==> src/rtl/ipsf_defs.vh <==
// Control element codes, state codes and widths for the exchange-side port status machine
`ifndef IPSF_DEFS_VH
`define IPSF_DEFS_VH
`define IPSF_CFE_W            7
`define IPSF_CFE_ACT_ACCESS   7'h01
`define IPSF_CFE_USER_ACT     7'h02
`define IPSF_CFE_SECT_ACTED   7'h03
`define IPSF_CFE_ACC_ACTED    7'h04
`define IPSF_CFE_DEACT_ACCESS 7'h05
`define IPSF_CFE_ACC_DEACTED  7'h06
`define IPSF_CFE_UNBLOCK      7'h11
`define IPSF_CFE_BLOCK        7'h13
`define IPSF_CFE_BLOCK_REQ    7'h15
`define IPSF_CFE_GRADING      7'h16
`define IPSF_CFE_SIG_BLOCK    7'h17
`define IPSF_CFE_SIG_UNBLOCK  7'h18
`define IPSF_CFE_TE_OOS       7'h19
`define IPSF_CFE_NET_FAIL     7'h1A
`define IPSF_ST_W             4
`define IPSF_ST_BLOCKED       4'h1
`define IPSF_ST_LOCAL_UB      4'h2
`define IPSF_ST_REMOTE_UB     4'h4
`define IPSF_ST_OPER          4'h8
`endif

==> src/rtl/ipsf_port_fsm.v <==
// Exchange-side port status state machine for one ISDN user port
`default_nettype none
`include "ipsf_defs.vh"
module ipsf_port_fsm (
  // Clock and reset
  input  wire                   core_clk,
  input  wire                   rst,
  // Provisioning
  input  wire                   perf_mon_enable,
  // Management requests, one-cycle pulses
  input  wire                   mgmt_unblock_request,
  input  wire                   mgmt_block_indication,
  input  wire                   sig_channel_block_request,
  input  wire                   sig_channel_unblock_request,
  // Received element from peer
  input  wire                   rx_valid,
  input  wire [`IPSF_CFE_W-1:0] rx_code,
  // Transmitted element to peer
  output wire                   tx_valid,
  output wire [`IPSF_CFE_W-1:0] tx_code,
  // Management reports, one-cycle pulses
  output reg                    mgmt_unblock_req_out_q,
  output reg                    mgmt_block_ind_out_q,
  output reg                    mgmt_unblock_indication_q,
  output reg                    activation_indication_q,
  output reg                    deactivation_indication_q,
  output reg                    mgmt_block_request_report_q,
  output reg                    grading_indication_q,
  output reg                    terminal_out_of_service_ind_q,
  output reg                    network_failure_ind_q,
  // State
  output wire [`IPSF_ST_W-1:0]  port_state
);
  // ****************************************************************
  // Decode
  // ****************************************************************
  wire ev_unblock;
  wire ev_block;
  wire ev_block_req;
  wire ev_grading;
  wire ev_te_oos;
  wire ev_net_fail;
  wire ev_other;

  ipsf_cfe_decode u_dec (
    .rx_valid     (rx_valid),
    .rx_code      (rx_code),
    .ev_unblock   (ev_unblock),
    .ev_block     (ev_block),
    .ev_block_req (ev_block_req),
    .ev_grading   (ev_grading),
    .ev_te_oos    (ev_te_oos),
    .ev_net_fail  (ev_net_fail),
    .ev_other     (ev_other)
  );

  // ****************************************************************
  // Behaviour by event and state
  // ****************************************************************
  // Management unblock:
  //   blocked         send unblock, go to local unblock
  //   local unblock   send unblock, stay
  //   remote unblock  send unblock, raise activation, go operational
  //   operational     send unblock, stay; the peer's answer confirms alignment
  // Management block:
  //   any state       send block, go to blocked
  // Received unblock:
  //   blocked         ask management to unblock, go to remote unblock
  //   local unblock   raise activation, go operational
  //   remote unblock  ask management to unblock again, stay
  //   operational     report unblock indication, stay
  // Received block:
  //   blocked         nothing
  //   other states    report block; operational also raises deactivation
  // Received block request and grading:
  //   operational     report to management, stay; grading only when provisioned
  //   other states    dropped
  // Received terminal out of service and network failure:
  //   blocked, local  forward to management, stay
  //   other states    dropped
  // Signalling-channel block and unblock requests:
  //   operational     send the matching element, stay
  //   other states    dropped
  // Reserved or unknown codes are dropped in every state.
  // Activation codes belong to the access machine, not to this one:
  // they are treated here like any other code that this machine
  // neither sends nor takes.
  // Only one event is taken per cycle. When several arrive together,
  // management block wins, then management unblock, then the
  // signalling-channel requests, then the received element; the
  // losers are dropped, so management must not stack its requests.

  // ****************************************************************
  // State machine
  // ****************************************************************
  localparam [`IPSF_ST_W-1:0] ST_BLK = `IPSF_ST_BLOCKED;
  localparam [`IPSF_ST_W-1:0] ST_LUB = `IPSF_ST_LOCAL_UB;
  localparam [`IPSF_ST_W-1:0] ST_RUB = `IPSF_ST_REMOTE_UB;
  localparam [`IPSF_ST_W-1:0] ST_OPR = `IPSF_ST_OPER;

  reg  [`IPSF_ST_W-1:0]  state_q;
  reg  [`IPSF_ST_W-1:0]  state_d;
  reg                    send_d;
  reg  [`IPSF_CFE_W-1:0] code_d;
  reg                    ubr_d;
  reg                    bi_d;
  reg                    ubi_d;
  reg                    ai_d;
  reg                    di_d;
  reg                    br_d;
  reg                    gi_d;
  reg                    uf_d;
  reg                    nf_d;

  assign port_state = state_q;

  // A state code outside the four legal ones falls back to blocked
  wire state_legal = (state_q == ST_BLK) || (state_q == ST_LUB) ||
                     (state_q == ST_RUB) || (state_q == ST_OPR);

  // Next state and outputs; management requests take priority over received elements
  always @* begin
    state_d = state_q;
    send_d  = 1'b0;
    code_d  = `IPSF_CFE_UNBLOCK;
    ubr_d   = 1'b0;
    bi_d    = 1'b0;
    ubi_d   = 1'b0;
    ai_d    = 1'b0;
    di_d    = 1'b0;
    br_d    = 1'b0;
    gi_d    = 1'b0;
    uf_d    = 1'b0;
    nf_d    = 1'b0;
    if (!state_legal) begin
      state_d = ST_BLK;
    end else if (mgmt_block_indication) begin
      send_d  = 1'b1;
      code_d  = `IPSF_CFE_BLOCK;
      state_d = ST_BLK;
    end else if (mgmt_unblock_request) begin
      send_d = 1'b1;
      code_d = `IPSF_CFE_UNBLOCK;
      case (state_q)
        ST_BLK: begin
          state_d = ST_LUB;
        end
        ST_RUB: begin
          ai_d    = 1'b1;
          state_d = ST_OPR;
        end
        default: begin
          state_d = state_q;
        end
      endcase
    end else if (sig_channel_block_request || sig_channel_unblock_request) begin
      if (state_q == ST_OPR) begin
        send_d = 1'b1;
        code_d = sig_channel_block_request ? `IPSF_CFE_SIG_BLOCK : `IPSF_CFE_SIG_UNBLOCK;
      end
    end else if (ev_unblock) begin
      case (state_q)
        ST_BLK: begin
          ubr_d   = 1'b1;
          state_d = ST_RUB;
        end
        ST_LUB: begin
          ai_d    = 1'b1;
          state_d = ST_OPR;
        end
        ST_RUB: begin
          ubr_d = 1'b1;
        end
        ST_OPR: begin
          ubi_d = 1'b1;
        end
        default: begin
          state_d = ST_BLK;
        end
      endcase
    end else if (ev_block) begin
      if (state_q != ST_BLK) begin
        bi_d    = 1'b1;
        di_d    = (state_q == ST_OPR);
        state_d = ST_BLK;
      end
    end else if (state_q == ST_OPR) begin
      br_d = ev_block_req;
      gi_d = ev_grading && perf_mon_enable;
    end else if (state_q == ST_BLK || state_q == ST_LUB) begin
      uf_d = ev_te_oos;
      nf_d = ev_net_fail;
    end
    // Reserved codes and ev_other fall through with no effect
  end

  // State register, starts blocked
  always @(posedge core_clk or posedge rst) begin
    if (rst) begin
      state_q <= ST_BLK;
    end else begin
      state_q <= state_d;
    end
  end

  // ****************************************************************
  // Report pulses
  // ****************************************************************
  // Report bit positions, highest first
  localparam integer RPT_N   = 9;
  localparam integer RPT_UBR = 8;
  localparam integer RPT_BI  = 7;
  localparam integer RPT_UBI = 6;
  localparam integer RPT_AI  = 5;
  localparam integer RPT_DI  = 4;
  localparam integer RPT_BR  = 3;
  localparam integer RPT_GI  = 2;
  localparam integer RPT_UF  = 1;
  localparam integer RPT_NF  = 0;

  wire [RPT_N-1:0] rpt_d;
  reg  [RPT_N-1:0] rpt_q;

  // Gather next report pulses into one vector
  assign rpt_d[RPT_UBR] = ubr_d;
  assign rpt_d[RPT_BI]  = bi_d;
  assign rpt_d[RPT_UBI] = ubi_d;
  assign rpt_d[RPT_AI]  = ai_d;
  assign rpt_d[RPT_DI]  = di_d;
  assign rpt_d[RPT_BR]  = br_d;
  assign rpt_d[RPT_GI]  = gi_d;
  assign rpt_d[RPT_UF]  = uf_d;
  assign rpt_d[RPT_NF]  = nf_d;

  // One flip-flop per report pulse; each pulse stands one cycle only,
  // so management must take it on the edge after it rises
  genvar rpt_i;
  generate
    for (rpt_i = 0; rpt_i < RPT_N; rpt_i = rpt_i + 1) begin : g_rpt
      always @(posedge core_clk or posedge rst) begin
        if (rst) begin
          rpt_q[rpt_i] <= 1'b0;
        end else begin
          rpt_q[rpt_i] <= rpt_d[rpt_i];
        end
      end
    end
  endgenerate

  // Drive the report ports straight from their flip-flops
  always @* begin
    mgmt_unblock_req_out_q        = rpt_q[RPT_UBR];
    mgmt_block_ind_out_q          = rpt_q[RPT_BI];
    mgmt_unblock_indication_q     = rpt_q[RPT_UBI];
    activation_indication_q       = rpt_q[RPT_AI];
    deactivation_indication_q     = rpt_q[RPT_DI];
    mgmt_block_request_report_q   = rpt_q[RPT_BR];
    grading_indication_q          = rpt_q[RPT_GI];
    terminal_out_of_service_ind_q = rpt_q[RPT_UF];
    network_failure_ind_q         = rpt_q[RPT_NF];
  end

  // ****************************************************************
  // Transmit
  // ****************************************************************
  ipsf_tx_reg u_tx (
    .core_clk   (core_clk),
    .rst        (rst),
    .send       (send_d),
    .code       (code_d),
    .tx_valid_q (tx_valid),
    .tx_code_q  (tx_code)
  );

endmodule // ipsf_port_fsm
`default_nettype wire

==> src/rtl/ipsf_cfe_decode.v <==
// Decoder of received control function element codes into one-hot event strobes
`default_nettype none
`include "ipsf_defs.vh"
module ipsf_cfe_decode (
  // Received element
  input  wire                   rx_valid,
  input  wire [`IPSF_CFE_W-1:0] rx_code,
  // Decoded strobes
  output wire                   ev_unblock,
  output wire                   ev_block,
  output wire                   ev_block_req,
  output wire                   ev_grading,
  output wire                   ev_te_oos,
  output wire                   ev_net_fail,
  output wire                   ev_other
);
  // Known codes; anything else counts as reserved or foreign
  assign ev_unblock   = rx_valid && (rx_code == `IPSF_CFE_UNBLOCK);
  assign ev_block     = rx_valid && (rx_code == `IPSF_CFE_BLOCK);
  assign ev_block_req = rx_valid && (rx_code == `IPSF_CFE_BLOCK_REQ);
  assign ev_grading   = rx_valid && (rx_code == `IPSF_CFE_GRADING);
  assign ev_te_oos    = rx_valid && (rx_code == `IPSF_CFE_TE_OOS);
  assign ev_net_fail  = rx_valid && (rx_code == `IPSF_CFE_NET_FAIL);
  assign ev_other     = rx_valid && !(ev_unblock || ev_block || ev_block_req ||
                        ev_grading || ev_te_oos || ev_net_fail);
endmodule // ipsf_cfe_decode
`default_nettype wire

==> src/rtl/ipsf_tx_reg.v <==
// Registered transmit stage for outgoing control function elements
`default_nettype none
`include "ipsf_defs.vh"
module ipsf_tx_reg (
  // Clock and reset
  input  wire                   core_clk,
  input  wire                   rst,
  // From state machine
  input  wire                   send,
  input  wire [`IPSF_CFE_W-1:0] code,
  // To message transport
  output reg                    tx_valid_q,
  output reg  [`IPSF_CFE_W-1:0] tx_code_q
);
  // One-cycle strobe with code held until the next send
  always @(posedge core_clk or posedge rst) begin
    if (rst) begin
      tx_valid_q <= 1'b0;
      tx_code_q  <= `IPSF_CFE_W'h00;
    end else begin
      tx_valid_q <= send;
      if (send) begin
        tx_code_q <= code;
      end
    end
  end
endmodule // ipsf_tx_reg
`default_nettype wire

==> config.mk <==
export PLATFORM = sky130hd
export DESIGN_NAME = ipsf_port_fsm
export DESIGN_NICKNAME = d
export VERILOG_FILES = /design/src/rtl/ipsf_port_fsm.v /design/src/rtl/ipsf_cfe_decode.v /design/src/rtl/ipsf_tx_reg.v
export VERILOG_INCLUDE_DIRS = /design/src /design/src/rtl
export SDC_FILE = /design/constraint.sdc
export NUM_CORES = 1
export LEC_CHECK = 0
export BUFFER_PORTS_ARGS = -buffer_cell sky130_fd_sc_hd__buf_2
export CORE_MARGIN = 2
export CORE_UTILIZATION = 51
export DETAILED_ROUTE_END_ITERATION = 10
export PLACE_DENSITY = 0.76
export SETUP_SLACK_MARGIN = 0.15
export SYNTH_ARGS = -nofsm -noshare
export SYNTH_HDL_FRONTEND = slang
export SYNTH_HIERARCHICAL = 1
export SYNTH_SLANG_ARGS = --single-unit
==> constraint.sdc <==
create_clock -name core_clk -period 2.41 [get_ports core_clk]
set_input_delay 0.241 -clock core_clk [delete_from_list [all_inputs] [get_ports core_clk]]
set_output_delay 0.241 -clock core_clk [all_outputs]
set_load 0.02 [all_outputs]
Word-level counts from Yosys, hierarchy flattened:

Cells that the tools add are included.

* eq/ne operators: 16
* muxes and demuxes: 82
* reductions and logical operators: 14

Operator list (count)
* $mux 1: 67
* $mux 4: 13
* $eq 7x5->1 const B: 6
* $pmux 4 s3: 1
* $ne 5x5->1 const B: 2
* $pmux 4 s2: 1
* $logic_and 1x1->1: 7
* $ne 5x3->1 const B: 1
* $ne 5x4->1 const B: 1
* $reduce_and 5->1: 1
* $eq 4x1->1 const B: 1
* $eq 4x2->1 const B: 1
* $eq 4x3->1 const B: 1
* $eq 4x4->1 const B: 1
* $logic_or 1x1->1: 4
* $ne 4x1->1 const B: 1
* $ne 4x4->1 const B: 1
* $reduce_or 2->1: 2

* flip-flop bits (word level): 21
* output and inout bits: 21

Longest topological paths before layout:

* depth in word-level cells: 10
* depth in mapped cells: 8

By module:

Netlist, hierarchy kept.

Modules (own cells, without submodules)
* ipsf_port_fsm: times used 1, cells each 90, area an instance 799.5 um2, sequential area each 326.6 um2
* ipsf_tx_reg: times used 1, cells each 17, area an instance 320.3 um2, sequential area each 200.2 um2
* ipsf_cfe_decode: times used 1, cells each 16, area an instance 108.9 um2, sequential area each 0.0 um2

Least setup slack after synthesis:

Ideal clock, no wire load.

* kind: input port to flip-flop
* start: input rx_code[6]
* end: register state_q[3] (netlist: port_state[3])
* setup time: 118 ps
* arrival: 1978 ps
* data required time: 2292 ps
* setup slack: 314 ps
* cell stages on the path: 8
* path buffers: 0
* cells stage by stage: and4bb_2 > nand2_2 > nor4b_2 > or4b_1 > nand3_1 > o2bb2ai_1 > a41o_1 > a21o_1

RTL lines
* start: declaration: RTL line ipsf_port_fsm.v:17 `` input wire [`IPSF_CFE_W-1:0] rx_code, ``
* $eq 7x5->1 (no source line)
* $logic_and 1x1->1: RTL line ipsf_cfe_decode.v:19 `` assign ev_block = rx_valid && (rx_code == `IPSF_CFE_BLOCK); ``
* named net ev_block: RTL line ipsf_port_fsm.v:38 `wire ev_block;`
* $ne 5x5->1 (no source line)
* $reduce_and 5->1 (no source line)
* end signal: assignment: RTL line ipsf_port_fsm.v:202 `state_q <= state_d;`
* end: declaration: RTL line ipsf_port_fsm.v:101 `` reg [`IPSF_ST_W-1:0] state_q; ``

The timed path passes the listed nets, and every way through them passes these cells. The select of a mux whose other input is x is not followed.
A chain may end at the register's enable or synchronous reset.

Final worst setup path:

* start: register state_q[0] (netlist: port_state[0])
* end: register u_tx.tx_code_q[2]

* cells in the longest elaborated chain, start to end: 6

RTL lines
* $eq 4x4->1: RTL line ipsf_port_fsm.v:119, ipsf_port_fsm.v:157
* $mux 4: RTL line ipsf_port_fsm.v:157 `if (state_q == ST_OPR) begin`
* $mux 4: RTL line ipsf_port_fsm.v:156 `end else if (sig_channel_block_request || sig_channel_unblock_request) begin`
* $mux 4: RTL line ipsf_port_fsm.v:141 `end else if (mgmt_unblock_request) begin`
* $mux 4: RTL line ipsf_port_fsm.v:137 `end else if (mgmt_block_indication) begin`
* $mux 4 (*): RTL line ipsf_port_fsm.v:135 `if (!state_legal) begin`
* named net code_d[2]: RTL line ipsf_port_fsm.v:104 `` reg [`IPSF_CFE_W-1:0] code_d; ``
* end signal: assignment: RTL line ipsf_tx_reg.v:19 `` tx_code_q <= `IPSF_CFE_W'h00; ``
* end signal: assignment: RTL line ipsf_tx_reg.v:23 `tx_code_q <= code;`
* end: declaration: RTL line ipsf_tx_reg.v:13 `` output reg [`IPSF_CFE_W-1:0] tx_code_q ``

The timed path passes the listed nets; every way through them passes the cells marked *.

==> impl_metrics.py <==
metrics = {
    "status": {
        "run_status": "complete, no violations",
    },
    "sta": {
        "finalWorstPathRequiredPeriod_ns": 1.99,
        "drv_slew": 0,
        "post-route-period-util_pct": 82.6,
        "clock_skew_ns": 0.00309,
        "grt_setup_unrepaired": "false",
        "report.final.setup_viol": 0,
        "fin_worst_hold_slack_ns": 0.166,
        "slew-limit-headroom_pct": 65.7,
        "fmaxAchievable_mhz": 502,
        "tightestPinTransition_ns": 0.514,
        "finalHoldViolations": 0,
        "setup_total_negative_slack_ns": 0,
    },
    "placed_design": {
        "detailed_place.area_um2": 1390,
        "dpl.hpwl_um": 1860,
        "place_congestion": 0.929,
        "portBuffers": 35,
    },
    "grt": {
        "grt_use_total_pct": 18.4,
        "grt_antenna_before_repair": 0,
        "grt_overflow": 0,
        "largest_net_degree_at_the_start_of_global_routing": 14,
        "wire_length_of_the_first_global_routing_pass_um": 3660,
        "grt_pass1_vias": 786,
    },
    "worst_setup_path": {
        "cp-end-kind": "register",
        "crit_type": "register to register",
        "cp_data_arrival_time_ns": 2.24,
        "regToRegStartpoint": "port_state[0]",
        "r2r.worst_path.cells": 5,
        "cp_cell_sequence": "or4b_4, and2_4, a21o_4, nor3b_2, mux2_4",
        "reg2reg_slack_ns": 0.42,
        "crit-reg2reg-capture": "u_tx/tx_code_q[2]",
        "setup.worst_path.start": "port_state[0]",
        "worst-endpoint-required_ns": 2.66,
        "worstSetupEndpoint": "u_tx/tx_code_q[2]",
        "cpPeakStageDelay_ns": 0.66,
        "path_max_fanout": 11,
        "crit_path_top_delay_cell": "sky130_fd_sc_hd__dfstp_2",
        "startpoint_type": "register",
    },
    "clocking": {
        "cts_num_sinks": 21,
        "clock_tree_from_tritoncts": "built",
        "cts_setup_buffers": 0,
        "cts-root-to-sink-buffers": 2,
        "cts-buffers-inserted": 3,
        "cts_max_level": 1,
        "clk_latency_ns": 0.30,
        "clk_pin_slew_worst_paths_ns": 0.11,
        "root_buffer": "sky130_fd_sc_hd__clkbuf_4",
    },
    "finish": {
        "mostFrequentLayoutCells": "sky130_fd_sc_hd__buf_2, sky130_fd_sc_hd__dfrtp_1, sky130_fd_sc_hd__nor2_1",
        "mostFrequentLayoutCell": "sky130_fd_sc_hd__buf_2",
        "nets_final": 172,
        "diodes": 0,
        "final_design_instance_area_without_fill_um2": 1430,
        "synthToLayoutAreaGrowth_pct": 19.1,
        "drive_above_1_share_pct": 39.1,
    },
    "power": {
        "powerDensity_nw_per_um2": 668,
        "comb_power_share_pct": 36.8,
        "clock_power_share_pct": 17.3,
        "reg_power_share_pct": 45.9,
        "leakage_power_figure_nw": 0.713,
        "power.internal_mw": 0.626,
        "switchingPower_mw": 0.330,
        "sw_frac_of_total_pct": 34.5,
        "ir_drop_v": 0.000486,
    },
    "routing": {
        "drt_first_pass_iters": 4,
        "detail-route-antenna-nets": 0,
        "routed-via-count": 1017,
        "dr_vias_cell": 5.53,
        "remaining_drc_errors": 0,
        "drt_iter0_drc": 22,
        "detail_route.wl_per_cell_um": 13.2,
        "postRouteWirelength_um": 2440,
    },
    "floorplanning": {
        "boundaryPins": 36,
        "chipHeight_um": 52.5,
        "chipWidth_um": 52.5,
        "coreArea_um2": 2210,
        "die_area_um2": 2760,
        "core.rowCount": 17,
        "effective_utilization_at_floorplan_pct": 54.3,
    },
    "synth": {
        "instance_count_of_the_mapped_netlist": 118,
        "syn-cell-area_um2": 1200,
        "syn_area_per_cell_um2": 10.2,
        "synth_warnings": 6,
    },
    "run": {
        "drv.max_cap_violation_count": 0,
    },
    "hold_path": {
        "min-delay-path-class": "input pin to register",
    },
}
-- area by class of cell --
class | count | area (µm²)
repair buffers | 39 | 208
inverters | 4 | 15.0
clock buffers | 4 | 26.3
fillers | 191 | 782
well taps | 28 | 35.0
multi-input cells | 88 | 619
flip-flops and latches | 21 | 527
-- repair_timing --
item	CTS	global route
hold buffers	1	0
hold endpoints to repair	20	0
resized for setup	0	0
-- state kept, by name (all words and copies together) (netlist names) --
signal and count:
mgmt_unblock_req_out_q 1, mgmt_block_ind_out_q 1, terminal_out_of_service_ind_q 1, u_tx/tx_valid_q 1
u_tx/tx_code_q 7, activation_indication_q 1, mgmt_unblock_indication_q 1, deactivation_indication_q 1
grading_indication_q 1, mgmt_block_request_report_q 1, network_failure_ind_q 1, port_state 4
-- metrics by stage --
stage | setup WS (ns) | total power [mW] | utilization, % | cells
2_1_floorplan | 0.331 | 0.717 | - | 119
3_3_place_gp | 0.219 | 0.793 | 63.0 | 179
3_5_place_dp | 0.152 | 0.797 | 63.0 | 179
4_1_cts | 0.440 | 0.964 | 64.6 | 184
5_1_grt | 0.351 | 1.01 | 64.6 | 184
6_report | 0.419 | 0.956 | 64.6 | 184
-- routing by layer --
layer | part of all wire, % | global-route usage, %
met5 | 0 | 0
met4 | 2.1 | 7.69
met3 | 6.3 | 2.86
met2 | 45 | 26.5
met1 | 46 | 27.1
-- how the worst min path moves through the flow --
stage                     from                   end  slack (ns)  cells past startpoint
3_5_place_dp               rst     u_tx/tx_code_q[0]        0.21                      2
4_1_cts        perf_mon_enable  grading_indication_q        0.16                      2
6_report       perf_mon_enable  grading_indication_q        0.17                      2
5_1_grt        perf_mon_enable  grading_indication_q        0.16                      2
2_1_floorplan              rst     u_tx/tx_code_q[0]        0.06                      1
3_3_place_gp               rst       u_tx/tx_valid_q        0.19                      2
-- power groups by stage --
stage	logic, mW	registers [mW]	clock network (mW)
floorplan	0.234	0.483	0
global placement	0.349	0.445	0
detailed placement	0.351	0.446	0
CTS	0.353	0.439	0.172
global route	0.376	0.446	0.185
finish	0.351	0.439	0.166
-- worst max-delay path: cells and delay by family (launching register included) --
kind	cells	cell delay [ns]
and+or+nand+nor	3	0.90
DFF	1	0.66
AOI/OAI and AO/OA	1	0.23
muxes	1	0.17
Note: power is estimated with default switching activity, not from simulation.
